File: src/ctm_map.svh
// Register numbers, operation codes, field positions and reset values of the maintenance block
`ifndef CTM_MAP_SVH
`define CTM_MAP_SVH
`define CTM_REG_CACHE_OP 4'h7
`define CTM_REG_TLB_OP 4'h8
`define CTM_REG_CACHE_LOCK 4'h9
`define CTM_REG_TLB_LOCK 4'hA
`define CTM_CRM_C0 4'h0
`define CTM_CRM_C5 4'h5
`define CTM_CRM_C6 4'h6
`define CTM_CRM_C7 4'h7
`define CTM_CRM_C10 4'hA
`define CTM_CRM_C13 4'hD
`define CTM_CRM_C14 4'hE
`define CTM_OP2_0 3'h0
`define CTM_OP2_1 3'h1
`define CTM_OP2_2 3'h2
`define CTM_OP2_4 3'h4
`define CTM_MVA_HI 31
`define CTM_MVA_LO 5
`define CTM_TLB_MVA_LO 10
`define CTM_IDX_HI 31
`define CTM_IDX_LO 26
`define CTM_SET_HI 7
`define CTM_SET_LO 5
`define CTM_VIC_HI 25
`define CTM_VIC_LO 20
`define CTM_PRESERVE_BIT 0
`define CTM_LOCK_RESET 32'h0000_0000
`define CTM_PTR_RESET 6'h00
`define CTM_TLB_TOP 6'h3F
`define CTM_TLB_ENTRIES 64
`endif

File: src/ctm_pkg.sv
// Types shared by the cache and TLB maintenance block
package ctm_pkg;
	// One coprocessor register transfer from the core
	typedef struct packed {
		logic [3:0] reg_num;
		logic [3:0] operand_reg;
		logic [2:0] secondary_opcode;
		logic [31:0] data;
	} ctm_xfer_t;
	// Operation handed to the cache arrays
	typedef enum logic [3:0] {
		CTM_CNONE, CTM_INV_I_ALL, CTM_INV_I_LINE, CTM_INV_D_ALL, CTM_INV_D_LINE,
		CTM_INV_ID_ALL, CTM_CLEAN_D_MVA, CTM_CLEAN_D_IDX, CTM_PREFETCH_I,
		CTM_CLINV_D_MVA, CTM_CLINV_D_IDX
	} ctm_cache_op_t;
	// Operation handed to the TLBs
	typedef enum logic [2:0] {
		CTM_TNONE, CTM_TINV_I_ALL, CTM_TINV_I_ENTRY, CTM_TINV_D_ALL, CTM_TINV_D_ENTRY,
		CTM_TINV_ID_ALL
	} ctm_tlb_op_t;
	typedef struct packed {
		ctm_cache_op_t op;
		logic [26:0] mva;
		logic [5:0] line_index;
		logic [2:0] segment;
	} ctm_cache_cmd_t;
	typedef struct packed {
		ctm_tlb_op_t op;
		logic [21:0] mva;
	} ctm_tlb_cmd_t;
	// Run state and busy states of the core stall
	typedef enum logic [1:0] {CTM_RUN, CTM_WFI, CTM_DRAIN} ctm_stall_t;
endpackage : ctm_pkg

File: src/ctm_maint.sv
// Cache and TLB maintenance and lockdown logic of the system control coprocessor
// Operation
// RULE1 - Cache operation chosen from operand register and secondary opcode of the write
// RULE2 - c0 opcode 4 halts in low power until an interrupt
// RULE3 - c5: opcode 0 invalidates whole instruction cache, 1 one line
// RULE4 - c6: opcode 0 invalidates whole data cache, 1 one line
// RULE5 - c7 opcode 0 invalidates both caches together
// RULE6 - Invalidated line is marked invalid and misses until reallocated
// RULE7 - Clean writes unwritten dirty data cache content to memory at once
// RULE8 - c10 cleans one data cache entry, opcode 1 by address, 2 by index
// RULE9 - c10 opcode 4 stalls until write buffer is empty
// RULE10 - c13 opcode 1 prefetches the addressed line into instruction cache
// RULE11 - c14 cleans then invalidates one data entry by address or index
// RULE12 - Address form uses data bits 31 to 5, low bits zero
// RULE13 - Index form uses line bits 31 to 26 and segment bits 7 to 5
// RULE14 - Software must not read op registers nor write unlisted codes
// RULE15 - TLB op: 5 instruction, 6 data; opcode 0 all, 1 one entry
// RULE16 - TLB operand register 7 invalidates both TLBs together
// RULE17 - Single TLB entry chosen by data bits 31 to 10
// RULE18 - Cache lockdown register resets to zero
// RULE19 - Lines below lockdown base are kept; victim pointer picks next linefill
// RULE20 - Cache lockdown read returns base in bits 31 to 26 only
// RULE21 - Lockdown write sets base and victim; opcode 0 data, 1 instruction
// RULE22 - Separate data and instruction TLB lockdown registers, both reset zero
// RULE23 - TLB victim stays between lockdown base and 63
// RULE24 - Entry written with preserve bit set survives invalidate-all
`timescale 1ns/100ps
`include "ctm_map.svh"
module ctm_maint
	import ctm_pkg::*;
(
	input wire logic ref_clk, // Core clock, 100 MHz
	input wire logic resetn, // Synchronous reset, active low
	input wire logic cp_wr, // Coprocessor write strobe
	input wire logic cp_rd, // Coprocessor read strobe
	input wire ctm_xfer_t cp_xfer, // Register number, fields, data
	output logic [31:0] cp_rdata, // Read data
	output logic core_stall, // Hold the core
	output logic low_power, // Waiting for interrupt
	input wire logic irq_pending, // Interrupt request from core domain
	input wire logic wbuf_empty, // Write buffer fully stored
	output ctm_cache_cmd_t cache_cmd, // Cache operation, one cycle
	input wire logic cache_done, // Cache array finished operation
	output ctm_tlb_cmd_t tlb_cmd, // TLB operation, one cycle
	output logic [5:0] dc_victim, // Data cache linefill victim line
	output logic [5:0] ic_victim, // Instruction cache linefill victim line
	output logic [5:0] dc_lock_base, // Data cache lockdown base
	output logic [5:0] ic_lock_base, // Instruction cache lockdown base
	input wire logic dc_linefill, // Data cache linefill happened
	input wire logic ic_linefill, // Instruction cache linefill happened
	output logic [5:0] dtlb_victim, // Data TLB victim entry
	output logic [5:0] itlb_victim, // Instruction TLB victim entry
	output logic [5:0] dtlb_base, // Data TLB lockdown base
	output logic [5:0] itlb_base, // Instruction TLB lockdown base
	output logic dtlb_preserve, // Preserve bit for next data TLB fill
	output logic itlb_preserve, // Preserve bit for next instruction TLB fill
	input wire logic dtlb_refill, // Data TLB entry replaced
	input wire logic itlb_refill, // Instruction TLB entry replaced
	output logic cache_busy // A cache operation is outstanding
);
	logic [3:0] coproc_operand_reg;
	logic [2:0] op2;
	logic [31:0] wdata;
	logic cache_wr;
	logic tlb_wr;
	logic clock_wr;
	logic tlock_wr;
	ctm_cache_op_t cop_next;
	ctm_tlb_op_t top_next;
	ctm_stall_t stall_reg;
	ctm_stall_t stall_next;
	logic [5:0] dc_base_reg;
	logic [5:0] ic_base_reg;
	logic [5:0] dc_vic_reg;
	logic [5:0] ic_vic_reg;
	logic [31:0] dtlb_lock_reg;
	logic [31:0] itlb_lock_reg;
	logic busy_reg;
	// Field split of the transfer
	assign coproc_operand_reg = cp_xfer.operand_reg;
	assign op2 = cp_xfer.secondary_opcode;
	assign wdata = cp_xfer.data;
	assign cache_wr = cp_wr && cp_xfer.reg_num == `CTM_REG_CACHE_OP;
	assign tlb_wr = cp_wr && cp_xfer.reg_num == `CTM_REG_TLB_OP;
	assign clock_wr = cp_wr && cp_xfer.reg_num == `CTM_REG_CACHE_LOCK && coproc_operand_reg == `CTM_CRM_C0;
	assign tlock_wr = cp_wr && cp_xfer.reg_num == `CTM_REG_TLB_LOCK && coproc_operand_reg == `CTM_CRM_C0;

	// Cache operation decode; unlisted codes do nothing
	always_comb
	begin
		cop_next = CTM_CNONE; // RULE1
		if (cache_wr)
		begin
			unique case ({coproc_operand_reg, op2})
				{`CTM_CRM_C5, `CTM_OP2_0}: cop_next = CTM_INV_I_ALL; // RULE3
				{`CTM_CRM_C5, `CTM_OP2_1}: cop_next = CTM_INV_I_LINE; // RULE3
				{`CTM_CRM_C6, `CTM_OP2_0}: cop_next = CTM_INV_D_ALL; // RULE4
				{`CTM_CRM_C6, `CTM_OP2_1}: cop_next = CTM_INV_D_LINE; // RULE4
				{`CTM_CRM_C7, `CTM_OP2_0}: cop_next = CTM_INV_ID_ALL; // RULE5
				{`CTM_CRM_C10, `CTM_OP2_1}: cop_next = CTM_CLEAN_D_MVA; // RULE8
				{`CTM_CRM_C10, `CTM_OP2_2}: cop_next = CTM_CLEAN_D_IDX; // RULE8
				{`CTM_CRM_C13, `CTM_OP2_1}: cop_next = CTM_PREFETCH_I; // RULE10
				{`CTM_CRM_C14, `CTM_OP2_1}: cop_next = CTM_CLINV_D_MVA; // RULE11
				{`CTM_CRM_C14, `CTM_OP2_2}: cop_next = CTM_CLINV_D_IDX; // RULE11
				default: cop_next = CTM_CNONE; // RULE14
			endcase
		end
	end

	// TLB operation decode; operand 7 ignores the opcode
	always_comb
	begin
		top_next = CTM_TNONE;
		if (tlb_wr)
		begin
			if (coproc_operand_reg == `CTM_CRM_C7)
				top_next = CTM_TINV_ID_ALL; // RULE16
			else if (coproc_operand_reg == `CTM_CRM_C5 && op2 == `CTM_OP2_0)
				top_next = CTM_TINV_I_ALL; // RULE15
			else if (coproc_operand_reg == `CTM_CRM_C5 && op2 == `CTM_OP2_1)
				top_next = CTM_TINV_I_ENTRY; // RULE15
			else if (coproc_operand_reg == `CTM_CRM_C6 && op2 == `CTM_OP2_0)
				top_next = CTM_TINV_D_ALL; // RULE15
			else if (coproc_operand_reg == `CTM_CRM_C6 && op2 == `CTM_OP2_1)
				top_next = CTM_TINV_D_ENTRY; // RULE15
		end
	end

	// Cache command register, one-cycle operation with its address fields
	always_ff @(posedge ref_clk)
	begin
		if (!resetn)
			cache_cmd <= '0;
		else
		begin
			cache_cmd.op <= cop_next; // RULE6 RULE7
			cache_cmd.mva <= wdata[`CTM_MVA_HI:`CTM_MVA_LO]; // RULE12
			cache_cmd.line_index <= wdata[`CTM_IDX_HI:`CTM_IDX_LO]; // RULE13
			cache_cmd.segment <= wdata[`CTM_SET_HI:`CTM_SET_LO]; // RULE13
		end
	end

	// TLB command register; preserved entries are spared by the TLB itself
	always_ff @(posedge ref_clk)
	begin
		if (!resetn)
			tlb_cmd <= '0;
		else
		begin
			tlb_cmd.op <= top_next; // RULE15 RULE24
			tlb_cmd.mva <= wdata[`CTM_MVA_HI:`CTM_TLB_MVA_LO]; // RULE17
		end
	end

	// Busy until the cache array acknowledges; a new start wins over done
	always_ff @(posedge ref_clk)
	begin
		if (!resetn)
			busy_reg <= 1'b0;
		else if (cop_next != CTM_CNONE)
			busy_reg <= 1'b1;
		else if (cache_done)
			busy_reg <= 1'b0;
	end
	assign cache_busy = busy_reg;

	// Stall sequencer for wait-for-interrupt and write buffer drain
	always_comb
	begin
		stall_next = stall_reg;
		unique case (stall_reg)
			CTM_RUN:
			begin
				if (cache_wr && coproc_operand_reg == `CTM_CRM_C0 && op2 == `CTM_OP2_4)
					stall_next = CTM_WFI; // RULE2
				else if (cache_wr && coproc_operand_reg == `CTM_CRM_C10 && op2 == `CTM_OP2_4)
					stall_next = CTM_DRAIN; // RULE9
			end
			CTM_WFI:
				if (irq_pending)
					stall_next = CTM_RUN; // RULE2
			CTM_DRAIN:
				if (wbuf_empty)
					stall_next = CTM_RUN; // RULE9
			default: stall_next = CTM_RUN;
		endcase
	end

	always_ff @(posedge ref_clk)
	begin
		if (!resetn)
			stall_reg <= CTM_RUN;
		else
			stall_reg <= stall_next;
	end
	// Stall is registered so the core sees it from the cycle after the write
	assign core_stall = stall_reg != CTM_RUN;
	assign low_power = stall_reg == CTM_WFI;

	// Cache lockdown base and victim pointers, per cache
	always_ff @(posedge ref_clk)
	begin
		if (!resetn)
		begin
			dc_base_reg <= `CTM_PTR_RESET; // RULE18
			ic_base_reg <= `CTM_PTR_RESET; // RULE18
			dc_vic_reg <= `CTM_PTR_RESET;
			ic_vic_reg <= `CTM_PTR_RESET;
		end
		else
		begin
			if (clock_wr && op2 == `CTM_OP2_0)
			begin
				dc_base_reg <= wdata[`CTM_IDX_HI:`CTM_IDX_LO]; // RULE21
				dc_vic_reg <= wdata[`CTM_IDX_HI:`CTM_IDX_LO]; // RULE21
			end
			else if (dc_linefill)
				dc_vic_reg <= (dc_vic_reg == `CTM_TLB_TOP) ? dc_base_reg : dc_vic_reg + 6'h01; // RULE19
			if (clock_wr && op2 == `CTM_OP2_1)
			begin
				ic_base_reg <= wdata[`CTM_IDX_HI:`CTM_IDX_LO]; // RULE21
				ic_vic_reg <= wdata[`CTM_IDX_HI:`CTM_IDX_LO]; // RULE21
			end
			else if (ic_linefill)
				ic_vic_reg <= (ic_vic_reg == `CTM_TLB_TOP) ? ic_base_reg : ic_vic_reg + 6'h01; // RULE19
		end
	end
	assign dc_victim = dc_vic_reg;
	assign ic_victim = ic_vic_reg;
	assign dc_lock_base = dc_base_reg;
	assign ic_lock_base = ic_base_reg;

	// TLB lockdown registers; victim wraps back to the base after entry 63
	always_ff @(posedge ref_clk)
	begin
		if (!resetn)
		begin
			dtlb_lock_reg <= `CTM_LOCK_RESET; // RULE22
			itlb_lock_reg <= `CTM_LOCK_RESET; // RULE22
		end
		else
		begin
			if (tlock_wr && op2 == `CTM_OP2_0)
				dtlb_lock_reg <= wdata; // RULE22
			else if (dtlb_refill)
				dtlb_lock_reg[`CTM_VIC_HI:`CTM_VIC_LO] <=
					(dtlb_victim >= `CTM_TLB_TOP || dtlb_victim < dtlb_base) ?
					dtlb_base : dtlb_victim + 6'h01; // RULE23
			if (tlock_wr && op2 == `CTM_OP2_1)
				itlb_lock_reg <= wdata; // RULE22
			else if (itlb_refill)
				itlb_lock_reg[`CTM_VIC_HI:`CTM_VIC_LO] <=
					(itlb_victim >= `CTM_TLB_TOP || itlb_victim < itlb_base) ?
					itlb_base : itlb_victim + 6'h01; // RULE23
		end
	end
	assign dtlb_base = dtlb_lock_reg[`CTM_IDX_HI:`CTM_IDX_LO];
	assign itlb_base = itlb_lock_reg[`CTM_IDX_HI:`CTM_IDX_LO];
	assign dtlb_victim = dtlb_lock_reg[`CTM_VIC_HI:`CTM_VIC_LO];
	assign itlb_victim = itlb_lock_reg[`CTM_VIC_HI:`CTM_VIC_LO];
	assign dtlb_preserve = dtlb_lock_reg[`CTM_PRESERVE_BIT]; // RULE24
	assign itlb_preserve = itlb_lock_reg[`CTM_PRESERVE_BIT]; // RULE24

	// Registered read data; maintenance registers read as zero
	always_ff @(posedge ref_clk)
	begin
		if (!resetn)
			cp_rdata <= `CTM_LOCK_RESET;
		else if (cp_rd)
		begin
			cp_rdata <= `CTM_LOCK_RESET;
			if (cp_xfer.reg_num == `CTM_REG_CACHE_LOCK)
				cp_rdata[`CTM_IDX_HI:`CTM_IDX_LO] <= (op2 == `CTM_OP2_1) ? ic_base_reg :
					dc_base_reg; // RULE20
			else if (cp_xfer.reg_num == `CTM_REG_TLB_LOCK)
				cp_rdata <= (op2 == `CTM_OP2_1) ? itlb_lock_reg : dtlb_lock_reg;
		end
	end

	// Checks; each looks one cycle after the decoded write or event
	wfi_entry_a: assert property (@(posedge ref_clk) disable iff (!resetn) // RULE2
		cache_wr && coproc_operand_reg == `CTM_CRM_C0 && op2 == `CTM_OP2_4 && !core_stall |=> low_power)
		else $error("wait for interrupt not entered");
	wfi_hold_a: assert property (@(posedge ref_clk) disable iff (!resetn) // RULE2
		low_power && !irq_pending |=> low_power)
		else $error("left low power without interrupt");
	drain_hold_a: assert property (@(posedge ref_clk) disable iff (!resetn) // RULE9
		stall_reg == CTM_DRAIN && !wbuf_empty |=> core_stall)
		else $error("stall released before write buffer empty");
	inv_i_a: assert property (@(posedge ref_clk) disable iff (!resetn) // RULE3
		cache_wr && coproc_operand_reg == `CTM_CRM_C5 && op2 == `CTM_OP2_0 |=> cache_cmd.op == CTM_INV_I_ALL)
		else $error("instruction cache invalidate not issued");
	inv_d_line_a: assert property (@(posedge ref_clk) disable iff (!resetn) // RULE4
		cache_wr && coproc_operand_reg == `CTM_CRM_C6 && op2 == `CTM_OP2_1 |=> cache_cmd.op == CTM_INV_D_LINE
		&& cache_cmd.mva == $past(wdata[`CTM_MVA_HI:`CTM_MVA_LO]))
		else $error("data cache line invalidate wrong");
	inv_both_a: assert property (@(posedge ref_clk) disable iff (!resetn) // RULE5
		cache_wr && coproc_operand_reg == `CTM_CRM_C7 && op2 == `CTM_OP2_0 |=> cache_cmd.op == CTM_INV_ID_ALL)
		else $error("combined invalidate not issued");
	clean_idx_a: assert property (@(posedge ref_clk) disable iff (!resetn) // RULE8
		cache_wr && coproc_operand_reg == `CTM_CRM_C10 && op2 == `CTM_OP2_2 |=> cache_cmd.op == CTM_CLEAN_D_IDX
		&& cache_cmd.line_index == $past(wdata[`CTM_IDX_HI:`CTM_IDX_LO]))
		else $error("index clean wrong");
	prefetch_a: assert property (@(posedge ref_clk) disable iff (!resetn) // RULE10
		cache_wr && coproc_operand_reg == `CTM_CRM_C13 && op2 == `CTM_OP2_1 |=> cache_cmd.op == CTM_PREFETCH_I)
		else $error("instruction prefetch not issued");
	clinv_idx_a: assert property (@(posedge ref_clk) disable iff (!resetn) // RULE11
		cache_wr && coproc_operand_reg == `CTM_CRM_C14 && op2 == `CTM_OP2_2 |=> cache_cmd.op == CTM_CLINV_D_IDX
		&& cache_cmd.segment == $past(wdata[`CTM_SET_HI:`CTM_SET_LO]))
		else $error("index clean and invalidate wrong");
	busy_set_a: assert property (@(posedge ref_clk) disable iff (!resetn) // RULE1
		cop_next != CTM_CNONE |=> cache_busy)
		else $error("cache busy not raised");
	tlb_inv_i_a: assert property (@(posedge ref_clk) disable iff (!resetn) // RULE15
		tlb_wr && coproc_operand_reg == `CTM_CRM_C5 && op2 == `CTM_OP2_0 |=> tlb_cmd.op == CTM_TINV_I_ALL)
		else $error("instruction TLB invalidate not issued");
	tlb_both_a: assert property (@(posedge ref_clk) disable iff (!resetn) // RULE16
		tlb_wr && coproc_operand_reg == `CTM_CRM_C7 |=> tlb_cmd.op == CTM_TINV_ID_ALL)
		else $error("both TLB invalidate not issued");
	tlb_mva_a: assert property (@(posedge ref_clk) disable iff (!resetn) // RULE17
		tlb_wr && coproc_operand_reg == `CTM_CRM_C6 && op2 == `CTM_OP2_1 |=> tlb_cmd.op == CTM_TINV_D_ENTRY
		&& tlb_cmd.mva == $past(wdata[`CTM_MVA_HI:`CTM_TLB_MVA_LO]))
		else $error("data TLB entry invalidate wrong");
	lock_wr_a: assert property (@(posedge ref_clk) disable iff (!resetn) // RULE21
		clock_wr && op2 == `CTM_OP2_0 |=> dc_victim == dc_lock_base &&
		dc_lock_base == $past(wdata[`CTM_IDX_HI:`CTM_IDX_LO]))
		else $error("cache lockdown write wrong");
	lock_rd_a: assert property (@(posedge ref_clk) disable iff (!resetn) // RULE20
		cp_rd && cp_xfer.reg_num == `CTM_REG_CACHE_LOCK && op2 == `CTM_OP2_1 |=>
		cp_rdata[`CTM_IDX_HI:`CTM_IDX_LO] == $past(ic_base_reg))
		else $error("cache lockdown read wrong");
	dc_wrap_a: assert property (@(posedge ref_clk) disable iff (!resetn) // RULE19
		dc_linefill && !clock_wr && dc_victim == `CTM_TLB_TOP |=> dc_victim == dc_lock_base)
		else $error("cache victim did not wrap to base");
	tlock_wr_a: assert property (@(posedge ref_clk) disable iff (!resetn) // RULE22
		tlock_wr && op2 == `CTM_OP2_1 |=> itlb_base == $past(wdata[`CTM_IDX_HI:`CTM_IDX_LO])
		&& itlb_victim == $past(wdata[`CTM_VIC_HI:`CTM_VIC_LO]))
		else $error("instruction TLB lockdown write wrong");
	tlb_range_a: assert property (@(posedge ref_clk) disable iff (!resetn) // RULE23
		dtlb_refill && !tlock_wr && dtlb_victim >= dtlb_base |=> dtlb_victim >= dtlb_base)
		else $error("TLB victim below base");
	tlbinv_c: cover property (@(posedge ref_clk) disable iff (!resetn)
		tlb_cmd.op == CTM_TINV_ID_ALL);
	wfi_c: cover property (@(posedge ref_clk) disable iff (!resetn) low_power ##1 !low_power);
	drain_c: cover property (@(posedge ref_clk) disable iff (!resetn)
		stall_reg == CTM_DRAIN ##1 !core_stall);
	clinv_c: cover property (@(posedge ref_clk) disable iff (!resetn)
		cache_cmd.op == CTM_CLINV_D_MVA);
	tlbwrap_c: cover property (@(posedge ref_clk) disable iff (!resetn)
		dtlb_refill && dtlb_victim == `CTM_TLB_TOP);
endmodule : ctm_maint

File: config.mk
export PLATFORM = sky130hd
export DESIGN_NAME = ctm_maint
export DESIGN_NICKNAME = d
export VERILOG_FILES = /design/src/ctm_pkg.sv /design/src/ctm_maint.sv
export VERILOG_INCLUDE_DIRS = /design/src
export SDC_FILE = /design/constraint.sdc
export NUM_CORES = 1
export LEC_CHECK = 0
export CORE_ASPECT_RATIO = 0.75
export CORE_MARGIN = 4
export CORE_UTILIZATION = 60
export CTS_BUF_LIST = sky130_fd_sc_hd__clkbuf_16
export CTS_CLUSTER_SIZE = 25
export DETAILED_ROUTE_END_ITERATION = 16
export DONT_BUFFER_PORTS = 1
export PLACE_DENSITY = 0.82
export REMOVE_ABC_BUFFERS = 1
export SLEW_MARGIN = 10
export SYNTH_ARGS = -nofsm -noshare
export SYNTH_HDL_FRONTEND = slang
export SYNTH_SLANG_ARGS = --single-unit
File: constraint.sdc
create_clock -name ref_clk -period 2.16 [get_ports ref_clk]
set_input_delay 0.216 -clock ref_clk [delete_from_list [all_inputs] [get_ports ref_clk]]
set_output_delay 0.216 -clock ref_clk [all_outputs]
set_load 0.02 [all_outputs]
==> results.yml <==
worst_setup_path:
  r2r_cells: 7
  cpLargestDelayFamily: "compound AO/OA/AOI/OAI gates"
  required_ns: 2.52
  critical_path_buf_inv_count: 1
  crit_type: "reg2reg"
  cp-end-kind: "flip-flop"
  max_stage_delay_ns: 0.40
  arrival_ns: 2.30
  crit_fanout: 5
  rrSetupSlack_ns: 0.22
  path_cells: "inv_1, ha_1, o21ai_0, o21ai_0, nand3_2, a311oi_1, o21ba_1"
  critPathSlowestCell: "o21ai_0"
  startpoint: "dtlb_lock_reg[27]"
  worstReg2RegEnd: "dtlb_lock_reg[20]"
  r2r_start: "dtlb_lock_reg[27]"
  crit_top_cell: "o21ai_0"
  critPathLaunchType: "flip-flop"
timing:
  fin_crit_sh_pct: 89.8
  fmaxAchievable_ghz: 0.515
  slew-limit-headroom_pct: 30.1
  final-max-slew-violation-count: 0
  fin_skew_ns: 0.00843
  rsz0062_at_grt: "false"
  tightest_slew_ns: 1.04
  hold_viol: 0
  setup_viol: 0
  fin_crit_ns: 1.94
die:
  fp.dieH_microns: 105
  rows: 34
  fp.dieArea_sq_mm: 0.0143
  start_util_pct: 62.9
  fp.dieW_microns: 137
  coreArea_sq_mm: 0.0119
  io_pins: 204
clock_tree:
  cts_resized: 0
  clk_pin_slew_worst_paths_ns: 0.07
  cts_tree: "done"
  cts_root_buf: "clkbuf_16"
  insertion_delay_ns: 0.41
  cts_max_level: 4
  cts.sinks: 157
  numCtsBuffers: 17
  clockBufferDepth: 2
logic_synthesis:
  ys_ff_latch: 157
  synthArstFlopShare_pct: 0
  syn_avg_cell_area_sq_um: 8.19
  yosys_most_used_dff: "dfxtp_1"
  synth-seq-area-share_pct: 42.1
  yosys.area.top_type: "dfxtp_1"
  synth_area_leaders: "dfxtp_1, a21oi_1, nand2_1"
  synthDistinctLibCells: 64
  synth_warnings: 0
  synth_top_area_share_pct: 42.1
  synth-edff-count: 0
  syn-cell-area_sq_mm: 0.00747
  synthCells: 912
finish:
  stdcell_area_sq_mm: 0.00852
  drive_gt1_share_pct: 10.2
  final_cell_mix: "dfxtp_1, nand2_1, a21oi_1"
  syn_to_final_growth_pct: 14.1
  nets: 993
  num_antenna_cells: 0
  n_fill_cell: 923
  final_common_cell: "dfxtp_1"
hold_path:
  min_to: "cp_rdata[31]"
  hold_path.class: "in2reg"
  hold_start: "cp_rd"
  holdPathStages: 2
drt:
  routed_wl_microns: 20600
  first_pass_iters: 5
  via_count: 6529
  wl_per_cell_microns: 18.8
  post_drt_via_cell_ratio: 5.94
  ant_nets: 0
  drc: 0
  drtIter0Drc: 486
global_routing:
  grt_usage_pct: 28.3
  antenna_found_initial: 0
  grt_start_max_net_pins: 110
  grt_pass1_vias: 6261
  top_usage_layer: "met2"
  met1_usage_pct: 39.3
  grt_pass1_wl_microns: 32700
  gr-usage-met3_pct: 7.20
  overflow: 0
  grtUsageMet2_pct: 44.0
pwr:
  leakagePower_nw: 3.12
  max-vdd-ir-drop_mv: 0.658
  p_total_mw: 6.93
  power_density_mw_per_mm2: 813
placed_design:
  dp_hpwl_microns: 13300
  port_buffers: 0
  postPlaceCellArea_sq_mm: 0.00738
  place.gp.congestion: 0.935
outcome:
  status: "completed"
job:
  cap_violations: 0
metrics by stage:
stage / util (%) / hold slack [ns] / setup WS [ns] / cells / TNS [ns]
after floorplan: - / 0.334 / -3.34 / 803 / -109.31
after global placement: 62.2 / 0.338 / 0.345 / 1011 / 0
after detailed placement: 62.2 / 0.341 / 0.298 / 1011 / 0
after CTS: 71.8 / 0.00219 / 0.250 / 1100 / 0
after global routing: 71.8 / 0.0227 / 0.0692 / 1100 / 0
final: 71.8 / 0.0163 / 0.220 / 1100 / 0
cell usage after synthesis (all sizes together) (2+ instances only):
cell,n
a211oi,5
ha,14
nand2b,3
o211ai,3
nand2,150
o21ai,21
a21oi,124
dfxtp,157
o2111ai,4
xor2,3
nand3b,2
or2,7
a311oi,2
o221ai,6
mux2i,42
nand3,25
inv,20
o21a,2
o211a,7
a211o,3
nor3,11
and3,6
a31oi,5
o22ai,5
a311o,2
nor2,88
a21o,5
nor3b,11
and2,27
nor4bb,2
o31ai,2
and4,4
o31a,2
xnor2,4
nor2b,6
nand4,9
clkbuf,32
buf,77
cell families (layout without fill, tap and decap cells):
| kind of cell | after synthesis | after routing | synth area share [%] |
|---|---|---|---|
| flip-flops | 157 | 157 | 42.1 |
| AO/OA/AOI/OAI | 206 | 206 | 16.4 |
| XOR/XNOR | 7 | 7 | 0.821 |
| buffers and inverters | 130 | 156 | 10.1 |
| adder cells (fa/ha/maj) | 14 | 14 | 2.35 |
| multiplexers | 42 | 42 | 5.63 |
| AND/OR/NAND/NOR | 356 | 356 | 22.6 |
power breakdown:
| part | internal, mW | switching (mW) | total, mW |
|---|---|---|---|
| logic | 0.411 | 0.528 | 0.939 |
| registers | 2.98 | 0.151 | 3.13 |
| clock network | 1.60 | 1.25 | 2.86 |
| total | 4.99 | 1.93 | 6.93 |
worst max path at each step:
stage | to | slack [ns] | cells past startpoint
2_1_floorplan | cache_busy | -3.34 | 5
3_3_place_gp | dtlb_lock_reg[20] | 0.35 | 7
3_5_place_dp | dtlb_lock_reg[20] | 0.30 | 7
4_1_cts | dtlb_lock_reg[20] | 0.25 | 7
5_1_grt | dtlb_lock_reg[20] | 0.07 | 7
6_report | dtlb_lock_reg[20] | 0.22 | 7
worst reg2reg max path: stages, from the launching register on:
cell and delay (ns):
dfxtp_1 0.33, inv_1 0.07, ha_1 0.27, o21ai_0 0.08
o21ai_0 0.40, nand3_2 0.29, a311oi_1 0.33, o21ba_1 0.14
layout make-up:
class                      instances  area [sq um]  share of cell area (%)
sequential                       157          3140                    36.9
clock buffer                      17           425                    4.99
multi-input combinational        625          3580                    42.0
tap                              162           203                    2.38
timing repair buffer             103           953                    11.2
clock inverter                    15           140                    1.64
inverter                          21          80.1                   0.940
layer usage:
metal  wire [microns]  part of all wire [%]  vias up
met2             9490                    46      321
li1                 -                     -     3100
met3             1970                   9.5       32
met4              315                   1.5        0
met5                0                     0        -
met1             8860                    43     3076
timing repair:
item / CTS / global route
endpoints found under the hold margin: 117 / 0
buffers inserted: 0 / 0
hold buffers: 57 / 0
(Power assumes the default switching activity.)
